==> config.mk <==
export PLATFORM = sky130hd
export DESIGN_NAME = pxs_regs
export DESIGN_NICKNAME = d
export VERILOG_FILES = /design/src/include/pxs_pkg.sv /design/src/hw/pxs_regs.sv /design/src/hw/pxs_step_timer.sv /design/src/hw/pxs_sync.sv
export SDC_FILE = /design/constraint.sdc
export NUM_CORES = 1
export LEC_CHECK = 0
export BUFFER_PORTS_ARGS = -buffer_cell sky130_fd_sc_hd__buf_2
export CAP_MARGIN = 20
export CELL_PAD_IN_SITES_DETAIL_PLACEMENT = 1
export CELL_PAD_IN_SITES_GLOBAL_PLACEMENT = 1
export CORE_AREA = 2 2 121 135
export DETAILED_ROUTE_END_ITERATION = 6
export DIE_AREA = 0 0 123 137
export PLACE_DENSITY_LB_ADDON = 0.1
export SYNTH_ARGS = -nofsm -noshare
export SYNTH_HDL_FRONTEND = slang
export SYNTH_SLANG_ARGS = --single-unit
==> constraint.sdc <==
create_clock -name i_clk -period 6.9 [get_ports i_clk]
set_input_delay 1.035 -clock i_clk [delete_from_list [all_inputs] [get_ports i_clk]]
set_output_delay 1.035 -clock i_clk [all_outputs]
set_load 0.01 [all_outputs]
==> src/include/pxs_pkg.sv <==
/*
 * Shared constants and types of the proximity sensor register front end.
 * Assumes a 40 MHz core clock; all timing counts derive from that rate.
 */
`default_nettype none

package pxs_pkg;

   // -----------------------------------------------------------------
   // Register pointer values
   // -----------------------------------------------------------------
   localparam logic [4:0] ADDR_ENABLES = 5'h00;
   localparam logic [4:0] ADDR_INTEG   = 5'h02;
   localparam logic [4:0] ADDR_WAIT    = 5'h03;
   localparam logic [4:0] ADDR_CONFIG  = 5'h0d;

   // -----------------------------------------------------------------
   // Field positions
   // -----------------------------------------------------------------
   localparam int BIT_CMD_FLAG   = 7;
   localparam int BIT_TYPE_HI    = 6;
   localparam int BIT_TYPE_LO    = 5;
   localparam int BIT_SLEEP_IRQ  = 6;
   localparam int BIT_IRQ_MASK   = 5;
   localparam int BIT_WAIT_EN    = 3;
   localparam int BIT_PROX_EN    = 2;
   localparam int BIT_OSC_ON     = 0;
   localparam int BIT_WAIT_X12   = 1;

   // Writable bits; reserved bits are not stored and read as zero
   localparam logic [7:0] ENABLES_WR_MASK = 8'h6d;
   localparam logic [7:0] CONFIG_WR_MASK  = 8'h02;

   // -----------------------------------------------------------------
   // Command byte encodings
   // -----------------------------------------------------------------
   localparam logic [1:0] TYPE_REPEAT  = 2'h0;
   localparam logic [1:0] TYPE_AUTOINC = 2'h1;
   localparam logic [1:0] TYPE_SPECIAL = 2'h3;
   localparam logic [4:0] SF_NOP       = 5'h00;
   localparam logic [4:0] SF_PROX_CLR  = 5'h05;

   // -----------------------------------------------------------------
   // Reset values
   // -----------------------------------------------------------------
   localparam logic [7:0] ENABLES_RST = 8'h00;
   localparam logic [7:0] INTEG_RST   = 8'hff;
   localparam logic [7:0] WAIT_RST    = 8'hff;
   localparam logic [7:0] CONFIG_RST  = 8'h00;
   localparam logic [1:0] TYPE_RST    = 2'h0;
   localparam logic [4:0] PTR_RST     = 5'h00;

   // -----------------------------------------------------------------
   // Timing
   // -----------------------------------------------------------------
   localparam int unsigned CLK_PERIOD_NS = 25;
   localparam int unsigned STEP_TIME_US  = 2730;
   localparam int unsigned STEP_CYCLES   =
      (STEP_TIME_US * 1000 + CLK_PERIOD_NS - 1) / CLK_PERIOD_NS;
   localparam int unsigned ACCUM_TIME_NS = 64000;
   localparam logic [11:0] ACCUM_CYCLES  =
      12'((ACCUM_TIME_NS + CLK_PERIOD_NS - 1) / CLK_PERIOD_NS);
   localparam logic [8:0]  STEP_MODULUS  = 9'h100;
   localparam logic [3:0]  WAIT_STRETCH  = 4'hc;
   localparam logic [11:0] ONE_STEP      = 12'h001;

   // -----------------------------------------------------------------
   // State types
   // -----------------------------------------------------------------
   typedef enum logic [2:0] {
      BUS_IDLE, BUS_ADDR, BUS_AACK, BUS_WR, BUS_WACK, BUS_RD, BUS_RACK
   } pxs_bus_e;

   typedef enum logic [2:0] {
      M_OFF, M_INIT, M_ACCUM, M_PWAIT, M_ADC, M_WAIT, M_SLEEP
   } pxs_meas_e;

endpackage

`default_nettype wire

==> src/hw/pxs_regs.sv <==
/*
 * Proximity sensor front end: two-wire serial slave with command byte
 * decode, enable/timing registers and the measurement sequencer.
 * Assumes pins arrive asynchronously and SDA is open drain outside;
 * i_prox_hit is the analog compare result on the core clock.
 */
// Behaviour
// - Bits 6:5 select transaction type
// - Type 00 keeps the pointer fixed
// - Type 01 advances pointer each byte
// - Bits 4:0 are function or address
// - Code 00101 clears interrupt, 00000 nothing
// - Interrupt clear is a one-shot
// - Bit 6 enables sleep after interrupt
// - Bit 5 masks proximity interrupts
// - Bit 3 enables wait timer
// - Bit 2 enables proximity measurement
// - Bit 0 runs oscillator and timers
// - Integration steps 2.73ms, reset 0xFF
// - Wait steps are 256 minus value
// - Wait register resets to 0xFF
// - Wait-long makes steps twelve times longer
// - Init, accumulate, wait, converter sequence
// - Interrupt at converter end, then sleep
// - Flagless bytes write at kept pointer
// - Configuration bit 1 is wait-long
`default_nettype none

module pxs_regs #(
   parameter logic [6:0]  DEV_ADDR    = 7'h2a, // arbitrary value
   parameter int unsigned STEP_CYCLES = pxs_pkg::STEP_CYCLES
) (
   // Clock and reset
   input  wire logic i_clk,
   input  wire logic i_rst_b,
   // Serial bus pins
   input  wire logic i_scl,
   input  wire logic i_sda,
   output logic      o_sda_o,
   output logic      o_sda_oe,
   // Analog side
   input  wire logic i_prox_hit,
   // Status
   output logic      o_prox_irq,
   output logic      o_osc_run,
   output logic      o_accum_active,
   output logic      o_adc_active
);

   import pxs_pkg::*;

   // ----------------------------------------------------------------
   // Pin synchronisation and bus conditions
   // ----------------------------------------------------------------
   logic scl_s;
   logic sda_s;
   logic scl_d1_q;
   logic sda_d1_q;
   logic scl_rise;
   logic scl_fall;
   logic start_det;
   logic stop_det;

   pxs_sync #(.RST_VAL(1'b1)) u_sync_scl (
      .i_clk   (i_clk),
      .i_rst_b (i_rst_b),
      .i_d     (i_scl),
      .o_q     (scl_s)
   );

   pxs_sync #(.RST_VAL(1'b1)) u_sync_sda (
      .i_clk   (i_clk),
      .i_rst_b (i_rst_b),
      .i_d     (i_sda),
      .o_q     (sda_s)
   );

   // Previous synchronised levels for edge detection
   always_ff @(posedge i_clk or negedge i_rst_b) begin
      if (!i_rst_b) begin
         scl_d1_q <= 1'b1;
         sda_d1_q <= 1'b1;
      end else begin
         scl_d1_q <= scl_s;
         sda_d1_q <= sda_s;
      end
   end

   // Start and stop are SDA edges while SCL stays high
   assign scl_rise  = scl_s & ~scl_d1_q;
   assign scl_fall  = ~scl_s & scl_d1_q;
   assign start_det = scl_s & scl_d1_q & sda_d1_q & ~sda_s;
   assign stop_det  = scl_s & scl_d1_q & ~sda_d1_q & sda_s;

   // ----------------------------------------------------------------
   // Register state
   // ----------------------------------------------------------------
   logic [7:0] enables_q;
   logic [7:0] integ_q;
   logic [7:0] wait_q;
   logic [7:0] config_q;
   logic [1:0] type_q;
   logic [4:0] ptr_q;
   logic       prox_irq_q;

   // Serial engine state
   pxs_bus_e   bus_st_q;
   logic [7:0] shreg_q;
   logic [2:0] bitcnt_q;
   logic       done_q;
   logic       rw_q;
   logic       first_q;
   logic       nack_q;
   logic       sda_oe_q;
   logic       sda_o_q;

   // Byte events and decoded strobes
   logic       byte_ev;
   logic       is_cmd;
   logic       wr_data_ev;
   logic       rd_byte_ev;
   logic       sf_clear;
   logic       irq_set;
   logic [4:0] ptr_adv;
   logic [7:0] rd_cur;
   logic [7:0] rd_adv;

   // Read mux; unmapped pointers read zero
   function automatic logic [7:0] read_reg(input logic [4:0] a);
      logic [7:0] r;
      r = 8'h00;
      if (a == ADDR_ENABLES) begin
         r = enables_q;
      end else if (a == ADDR_INTEG) begin
         r = integ_q;
      end else if (a == ADDR_WAIT) begin
         r = wait_q;
      end else if (a == ADDR_CONFIG) begin
         r = config_q;
      end
      return r;
   endfunction

   // Pointer step and byte event decode
   always_comb begin
      ptr_adv    = (type_q == TYPE_AUTOINC) ? ptr_q + 5'h01 : ptr_q;
      rd_cur     = read_reg(ptr_q);
      rd_adv     = read_reg(ptr_adv);
      byte_ev    = scl_fall && (bus_st_q == BUS_WR) && done_q;
      is_cmd     = byte_ev && first_q && shreg_q[BIT_CMD_FLAG];
      wr_data_ev = byte_ev && !is_cmd;
      rd_byte_ev = scl_fall && (bus_st_q == BUS_RACK);
      sf_clear   = is_cmd
                   && (shreg_q[BIT_TYPE_HI:BIT_TYPE_LO] == TYPE_SPECIAL)
                   && (shreg_q[4:0] == SF_PROX_CLR);
   end

   // ----------------------------------------------------------------
   // Command decode: type and pointer
   // ----------------------------------------------------------------
   // kept across stop and start
   always_ff @(posedge i_clk or negedge i_rst_b) begin
      if (!i_rst_b) begin
         type_q <= TYPE_RST;
         ptr_q  <= PTR_RST;
      end else if (is_cmd) begin
         if (shreg_q[BIT_TYPE_HI:BIT_TYPE_LO] == TYPE_REPEAT ||
             shreg_q[BIT_TYPE_HI:BIT_TYPE_LO] == TYPE_AUTOINC) begin
            type_q <= shreg_q[BIT_TYPE_HI:BIT_TYPE_LO];
            ptr_q  <= shreg_q[4:0];
         end
      end else if (wr_data_ev || rd_byte_ev) begin
         ptr_q <= ptr_adv;
      end
   end

   // ----------------------------------------------------------------
   // Register writes
   // ----------------------------------------------------------------
   // integration resets to 0xff
   always_ff @(posedge i_clk or negedge i_rst_b) begin
      if (!i_rst_b) begin
         enables_q <= ENABLES_RST;
         integ_q   <= INTEG_RST;
         wait_q    <= WAIT_RST;
         config_q  <= CONFIG_RST;
      end else if (wr_data_ev) begin
         if (ptr_q == ADDR_ENABLES) begin
            enables_q <= shreg_q & ENABLES_WR_MASK;
         end else if (ptr_q == ADDR_INTEG) begin
            integ_q <= shreg_q;
         end else if (ptr_q == ADDR_WAIT) begin
            wait_q <= shreg_q;
         end else if (ptr_q == ADDR_CONFIG) begin
            config_q <= shreg_q & CONFIG_WR_MASK;
         end
      end
   end

   // Pending interrupt; a new event beats a clear in the same cycle
   always_ff @(posedge i_clk or negedge i_rst_b) begin
      if (!i_rst_b) begin
         prox_irq_q <= 1'b0;
      end else if (irq_set) begin
         prox_irq_q <= 1'b1;
      end else if (sf_clear) begin
         prox_irq_q <= 1'b0;
      end
   end

   // ----------------------------------------------------------------
   // Serial engine
   // ----------------------------------------------------------------
   // Sample on SCL rise, change SDA after SCL fall; no clock stretching
   always_ff @(posedge i_clk or negedge i_rst_b) begin
      if (!i_rst_b) begin
         bus_st_q <= BUS_IDLE;
         shreg_q  <= 8'h00;
         bitcnt_q <= 3'h0;
         done_q   <= 1'b0;
         rw_q     <= 1'b0;
         first_q  <= 1'b0;
         nack_q   <= 1'b0;
         sda_oe_q <= 1'b0;
      end else if (start_det) begin
         bus_st_q <= BUS_ADDR;
         bitcnt_q <= 3'h0;
         done_q   <= 1'b0;
         sda_oe_q <= 1'b0;
      end else if (stop_det) begin
         bus_st_q <= BUS_IDLE;
         done_q   <= 1'b0;
         sda_oe_q <= 1'b0;
      end else begin
         case (bus_st_q)
            BUS_ADDR, BUS_WR: begin
               if (scl_rise) begin
                  shreg_q  <= {shreg_q[6:0], sda_s};
                  bitcnt_q <= bitcnt_q + 3'h1;
                  if (bitcnt_q == 3'h7) begin
                     done_q <= 1'b1;
                  end
               end else if (scl_fall && done_q) begin
                  done_q <= 1'b0;
                  if (bus_st_q == BUS_WR) begin
                     sda_oe_q <= 1'b1;
                     first_q  <= 1'b0;
                     bus_st_q <= BUS_WACK;
                  end else if (shreg_q[7:1] == DEV_ADDR) begin
                     sda_oe_q <= 1'b1;
                     rw_q     <= shreg_q[0];
                     bus_st_q <= BUS_AACK;
                  end else begin
                     bus_st_q <= BUS_IDLE;
                  end
               end
            end
            BUS_AACK: begin
               if (scl_fall) begin
                  bitcnt_q <= 3'h0;
                  if (rw_q) begin
                     shreg_q  <= rd_cur;
                     sda_oe_q <= ~rd_cur[7];
                     bus_st_q <= BUS_RD;
                  end else begin
                     sda_oe_q <= 1'b0;
                     first_q  <= 1'b1;
                     bus_st_q <= BUS_WR;
                  end
               end
            end
            BUS_WACK: begin
               if (scl_fall) begin
                  sda_oe_q <= 1'b0;
                  bitcnt_q <= 3'h0;
                  bus_st_q <= BUS_WR;
               end
            end
            BUS_RD: begin
               if (scl_rise) begin
                  bitcnt_q <= bitcnt_q + 3'h1;
                  if (bitcnt_q == 3'h7) begin
                     done_q <= 1'b1;
                  end
               end else if (scl_fall) begin
                  if (done_q) begin
                     done_q   <= 1'b0;
                     sda_oe_q <= 1'b0;
                     bus_st_q <= BUS_RACK;
                  end else begin
                     shreg_q  <= {shreg_q[6:0], 1'b0};
                     sda_oe_q <= ~shreg_q[6];
                  end
               end
            end
            BUS_RACK: begin
               if (scl_rise) begin
                  nack_q <= sda_s;
               end else if (scl_fall) begin
                  if (nack_q) begin
                     bus_st_q <= BUS_IDLE;
                  end else begin
                     shreg_q  <= rd_adv;
                     sda_oe_q <= ~rd_adv[7];
                     bitcnt_q <= 3'h0;
                     bus_st_q <= BUS_RD;
                  end
               end
            end
            default: begin
               bus_st_q <= BUS_IDLE;
            end
         endcase
      end
   end

   // Open drain: the data level is always low, only the enable moves
   always_ff @(posedge i_clk or negedge i_rst_b) begin
      if (!i_rst_b) begin
         sda_o_q <= 1'b0;
      end else begin
         sda_o_q <= 1'b0;
      end
   end

   // ----------------------------------------------------------------
   // Measurement sequencer
   // ----------------------------------------------------------------
   pxs_meas_e   meas_st_q;
   logic        tmr_start_q;
   logic [11:0] tmr_units_q;
   logic        tmr_done;
   logic [11:0] accum_cnt_q;
   logic [8:0]  wait_base;
   logic [11:0] adc_steps;
   logic [11:0] wait_steps;
   logic        osc_on;
   logic        prox_on;
   logic        wait_on;

   assign osc_on  = enables_q[BIT_OSC_ON];
   assign prox_on = enables_q[BIT_PROX_EN];
   assign wait_on = enables_q[BIT_WAIT_EN];

   // Step counts: two's complement of the register, up to 3072
   always_comb begin
      adc_steps  = 12'(STEP_MODULUS - {1'b0, integ_q});
      wait_base  = STEP_MODULUS - {1'b0, wait_q};
      wait_steps = config_q[BIT_WAIT_X12] ? 12'(wait_base) * 12'(WAIT_STRETCH)
                                           : 12'(wait_base);
      irq_set    = (meas_st_q == M_ADC) && tmr_done
                   && enables_q[BIT_IRQ_MASK] && i_prox_hit;
   end

   pxs_step_timer #(.UNIT_CYCLES(STEP_CYCLES)) u_step_timer (
      .i_clk   (i_clk),
      .i_rst_b (i_rst_b),
      .i_clear (~osc_on),
      .i_start (tmr_start_q),
      .i_units (tmr_units_q),
      .o_done  (tmr_done)
   );

   always_ff @(posedge i_clk or negedge i_rst_b) begin
      if (!i_rst_b) begin
         meas_st_q   <= M_OFF;
         tmr_start_q <= 1'b0;
         tmr_units_q <= ONE_STEP;
         accum_cnt_q <= 12'h000;
      end else begin
         tmr_start_q <= 1'b0;
         if (!osc_on) begin
            meas_st_q <= M_OFF;
         end else if (!prox_on && (meas_st_q == M_INIT ||
                      meas_st_q == M_ACCUM || meas_st_q == M_PWAIT ||
                      meas_st_q == M_ADC)) begin
            meas_st_q <= M_OFF;
         end else begin
            case (meas_st_q)
               M_OFF, M_SLEEP: begin
                  // Sleep holds until the interrupt is cleared
                  if (meas_st_q == M_OFF || !prox_irq_q) begin
                     if (prox_on) begin
                        meas_st_q   <= M_INIT;
                        tmr_units_q <= ONE_STEP;
                        tmr_start_q <= 1'b1;
                     end else if (wait_on) begin
                        meas_st_q   <= M_WAIT;
                        tmr_units_q <= wait_steps;
                        tmr_start_q <= 1'b1;
                     end else begin
                        meas_st_q <= M_OFF;
                     end
                  end
               end
               M_INIT: begin
                  if (tmr_done) begin
                     meas_st_q   <= M_ACCUM;
                     accum_cnt_q <= ACCUM_CYCLES - 12'h001;
                  end
               end
               M_ACCUM: begin
                  if (accum_cnt_q == 12'h000) begin
                     meas_st_q   <= M_PWAIT;
                     tmr_units_q <= ONE_STEP;
                     tmr_start_q <= 1'b1;
                  end else begin
                     accum_cnt_q <= accum_cnt_q - 12'h001;
                  end
               end
               M_PWAIT: begin
                  if (tmr_done) begin
                     meas_st_q   <= M_ADC;
                     tmr_units_q <= adc_steps;
                     tmr_start_q <= 1'b1;
                  end
               end
               M_ADC: begin
                  if (tmr_done) begin
                     if (irq_set && enables_q[BIT_SLEEP_IRQ]) begin
                        meas_st_q <= M_SLEEP;
                     end else if (wait_on) begin
                        meas_st_q   <= M_WAIT;
                        tmr_units_q <= wait_steps;
                        tmr_start_q <= 1'b1;
                     end else begin
                        meas_st_q <= M_OFF;
                     end
                  end
               end
               M_WAIT: begin
                  if (tmr_done) begin
                     meas_st_q <= M_OFF;
                  end
               end
               default: begin
                  meas_st_q <= M_OFF;
               end
            endcase
         end
      end
   end

   // Registered status copies
   always_ff @(posedge i_clk or negedge i_rst_b) begin
      if (!i_rst_b) begin
         o_osc_run      <= 1'b0;
         o_accum_active <= 1'b0;
         o_adc_active   <= 1'b0;
      end else begin
         o_osc_run      <= osc_on;
         o_accum_active <= (meas_st_q == M_ACCUM);
         o_adc_active   <= (meas_st_q == M_ADC);
      end
   end

   assign o_sda_o    = sda_o_q;
   assign o_sda_oe   = sda_oe_q;
   assign o_prox_irq = prox_irq_q;

endmodule // pxs_regs

`default_nettype wire

==> src/hw/pxs_step_timer.sv <==
/*
 * Step timer: counts a number of fixed-length units, then pulses done.
 * Assumes i_start only while idle or restarting; i_clear stops it at once.
 */
`default_nettype none

module pxs_step_timer #(
   parameter int unsigned UNIT_CYCLES = 109200
) (
   // Clock and reset
   input  wire logic        i_clk,
   input  wire logic        i_rst_b,
   // Control
   input  wire logic        i_clear,
   input  wire logic        i_start,
   input  wire logic [11:0] i_units,
   // Status
   output logic             o_done
);

   localparam logic [16:0] PRE_LAST = 17'(UNIT_CYCLES - 1);

   logic [16:0] pre_q;
   logic [11:0] left_q;
   logic        busy_q;

   // Prescaler and unit counter; zero units behaves as one
   always_ff @(posedge i_clk or negedge i_rst_b) begin
      if (!i_rst_b) begin
         pre_q  <= 17'h00000;
         left_q <= 12'h000;
         busy_q <= 1'b0;
         o_done <= 1'b0;
      end else if (i_clear) begin
         pre_q  <= 17'h00000;
         busy_q <= 1'b0;
         o_done <= 1'b0;
      end else begin
         o_done <= 1'b0;
         if (i_start) begin
            busy_q <= 1'b1;
            left_q <= i_units;
            pre_q  <= 17'h00000;
         end else if (busy_q) begin
            if (pre_q == PRE_LAST) begin
               pre_q <= 17'h00000;
               if (left_q <= 12'h001) begin
                  busy_q <= 1'b0;
                  o_done <= 1'b1;
               end else begin
                  left_q <= left_q - 12'h001;
               end
            end else begin
               pre_q <= pre_q + 17'h00001;
            end
         end
      end
   end

endmodule // pxs_step_timer

`default_nettype wire

==> src/hw/pxs_sync.sv <==
/*
 * Two flip-flop synchroniser for one pin input.
 * Assumes the pin is asynchronous to i_clk; reset value is selectable.
 */
`default_nettype none

module pxs_sync #(
   parameter logic RST_VAL = 1'b1
) (
   // Clock and reset
   input  wire logic i_clk,
   input  wire logic i_rst_b,
   // Data
   input  wire logic i_d,
   output logic      o_q
);

   logic meta_q;

   // Only the second stage is visible outside
   always_ff @(posedge i_clk or negedge i_rst_b) begin
      if (!i_rst_b) begin
         meta_q <= RST_VAL;
         o_q    <= RST_VAL;
      end else begin
         meta_q <= i_d;
         o_q    <= meta_q;
      end
   end

endmodule // pxs_sync

`default_nettype wire

==> results.cfg <==
[timing]
slew_headroom_pct = 39.02
fin_setup_tns_ps = 0
setup_slack_ps = 3874
min_period_over_period_pct = 43.86
skew_ps = 9.674
clock.fmax_mhz = 330.4
finalMaxSlewViolations = 0
layout_min_cycle_time_ps = 3026
finalHoldViolations = 0
rsz0062_at_grt = no
setup_viol = 0
worst_pin_slew_ps = 914.7

[clock_network]
cts-root-buf = clkbuf_16
path_clk_slew_ps = 50
clkLatencyLatePin_ps = 420
cts_sinks = 117
post_cts_buffers = 0
cts-resized-gates = 0
clock_path_buffers = 2
numCtsBuffers = 17
cts_tree = done
hold_buffers = 0
cts_max_level = 4

[power]
power.density_mw_per_mm2 = 200.3
seqPwrFrac_pct = 42.3
switching_share_pct = 20.96
power_frac_clock_pct = 55.4
p_comb_share_pct = 2.3
p_switching_w = 0.0003493
internal_power_w = 0.001317
p_leak_nw = 3.456
ir_drop_mv = 0.1740

[layout]
drive_gt1_share_pct = 14.73
nets = 857
num-fill-cells = 1793
final_common_cell = dfrtp_1
syn_to_final_growth_pct = 9.072
final_cell_mix = dfrtp_1, nand2_1, nor2_1
antennaDiodeCount = 0

[floorplan]
die_w_um = 123
core-area_mm2 = 0.01549
die_area_mm2 = 0.01685
die_h_um = 137
initial_core_util_pct = 49.22
rows = 48
io_pins = 11

[global_routing]
grt_pass1_vias = 6730
grt_max_degree = 71
track_usage_pct = 26.34
antenna_found_initial = 0
grt_overflow_total = 0
grt_pass1_wl_mm = 34.72

[critical_path]
critPathLaunchType = register
cp_data_required_time_ps = 7180
crit_type = reg2reg
rr_worst_depth = 10
worstPathMaxFanout = 11
cp_data_arrival_time_ps = 3310
end_kind = register

[place]
dp_hpwl_mm = 14.50
dpl_worst_slack_ps = 3898
place.gp.congestion = 0.8649
place.port_buffers = 9

[synth]
ys_ff_latch = 117
syn_inst = 844
synth_area_leaders = dfrtp_1, dfstp_2, nand2_1
synth_top_area_share_pct = 30.84
ys.flop_type = dfrtp_1
synth_warnings = 0
ys_seq_area_share_pct = 38.76
synth_top_cell_by_area = dfrtp_1
synth_async_sr_flop_share_pct = 100.0
synth_nets = 872
synth_edf_count = 0
avgSynthCellArea_um2 = 9.037
syn_area_mm2 = 0.007627
netlist-cell-type-count = 95

[drt]
drt_iter0_markers = 352
wire_per_inst_um = 19.85
via_count = 6404
routed_via_density = 6.146
ant_nets = 0
dr.pass1.iters = 5
drc = 0
wirelength_mm = 20.68

[status]
outcome = finished, final reports clean

[min_path]
min_path_cells = 0
hold_class = reg2reg

[run]
drv_cap = 0
## Yosys cell counts, types with 8 or more instances
master and number:
dfrtp_1 94, buf_2 9, o21a_1 8, a21o_1 9
inv_1 36, ha_1 23, clkbuf_1 27, o22ai_1 15
nand4_1 10, mux2i_1 8, nor3_1 30, nand3_1 24
dfstp_2 23, nand2_1 91, a211oi_1 9, o21ai_1 15
xor2_1 16, and3_1 9, mux2_2 22, nand2b_1 16
a21oi_1 40, o21ai_0 42, a22oi_1 9, nor2_1 68
nor2b_1 12, xnor2_1 23
## logic make-up (layout without fill, tap and decap cells)
kind of cell / count (synthesis) / after routing / share of synthesized area, %
muxes: 31 / 31 / 4.446
buffers and inverters: 83 / 81 / 5.085
AOI/OAI and AO/OA: 230 / 230 / 21.42
xor gates and xnor gates: 39 / 39 / 4.478
adders and majority gates: 24 / 24 / 3.904
and+or+nand+nor: 319 / 319 / 21.85
DFF: 117 / 117 / 38.76
other: 1 / 1 / 0.04917
## worst max-delay path: stages, from the launching register on
cell      delay, ps
dfstp_2         670
inv_1           110
ha_1            230
xnor2_1         310
ha_1            320
a211oi_1        370
o21ai_0         230
a31oi_1         290
o21bai_1        120
xnor2_1         160
o22ai_1          90
## area by class of cell
type	count	area [µm²]	area share, %
clock buffers	23	498.0	5.986
clock inverters	9	122.6	1.474
well taps	200	250.2	3.008
multi-input cells	644	4283	51.48
inverters	37	138.9	1.669
flip-flops and latches	117	2957	35.54
repair buffers	12	70.07	0.8422
## power by group through the flow
stage               Clock [W]  Combinational (W)  Sequential, W
global route         0.000974          0.0000433       0.000706
floorplan                   0          0.0000186       0.000711
finish               0.000923          0.0000377       0.000705
detailed placement          0          0.0000383       0.000717
CTS                  0.000940          0.0000390       0.000705
global placement            0          0.0000368       0.000716
## per-stage QoR
stage	cells	util (%)	power (W)	instance area (µm²)	hold slack, ps
2_1_floorplan	844	-	0.0007300	7627	345.2
3_3_place_gp	1010	49.69	0.0007528	7699	346.0
3_5_place_dp	1010	49.69	0.0007551	7699	347.5
4_1_cts	1042	53.69	0.001684	8319	355.8
5_1_grt	1042	53.69	0.001723	8319	357.6
6_report	1042	53.69	0.001666	8319	354.9
## worst paths after layout
kind                            slack, ps                        start                                 end
worst max-delay path                 3870        wait_q[0]$_DFFE_PN1P_         tmr_units_q[11]$_DFFE_PN0P_
worst min-delay path                  350  u_sync_sda.meta_q$_DFF_PN1_            u_sync_sda.o_q$_DFF_PN1_
worst max register to register       3870        wait_q[0]$_DFFE_PN1P_         tmr_units_q[11]$_DFFE_PN0P_
worst min register to register        350  u_sync_sda.meta_q$_DFF_PN1_            u_sync_sda.o_q$_DFF_PN1_
max in group asynchronous            4980                      i_rst_b  u_step_timer.pre_q[14]$_DFFE_PN0P_
min in group asynchronous             750                      i_rst_b            o_accum_active$_DFF_PN0_
## per-layer routing
layer	routed length, µm	up-vias	share of wire [%]	track usage [%]
li1	-	3040	-	-
met1	9000	3266	44	31.71
met2	10950	72	53	48.22
met3	401	26	1.9	4.417
met4	329	0	1.6	7.071
met5	0	-	0	0
## flip-flops by register name, summed over array words and instances (netlist names), 2 cells and up
signal	cells
accum_cnt_q	12
bitcnt_q	3
bus_st_q	3
enables_q	5
integ_q	8
meas_st_q	3
ptr_q	5
shreg_q	8
tmr_units_q	12
type_q	2
u_step_timer.left_q	12
u_step_timer.pre_q	17
wait_q	8
Power figures use the tool's default switching activity.
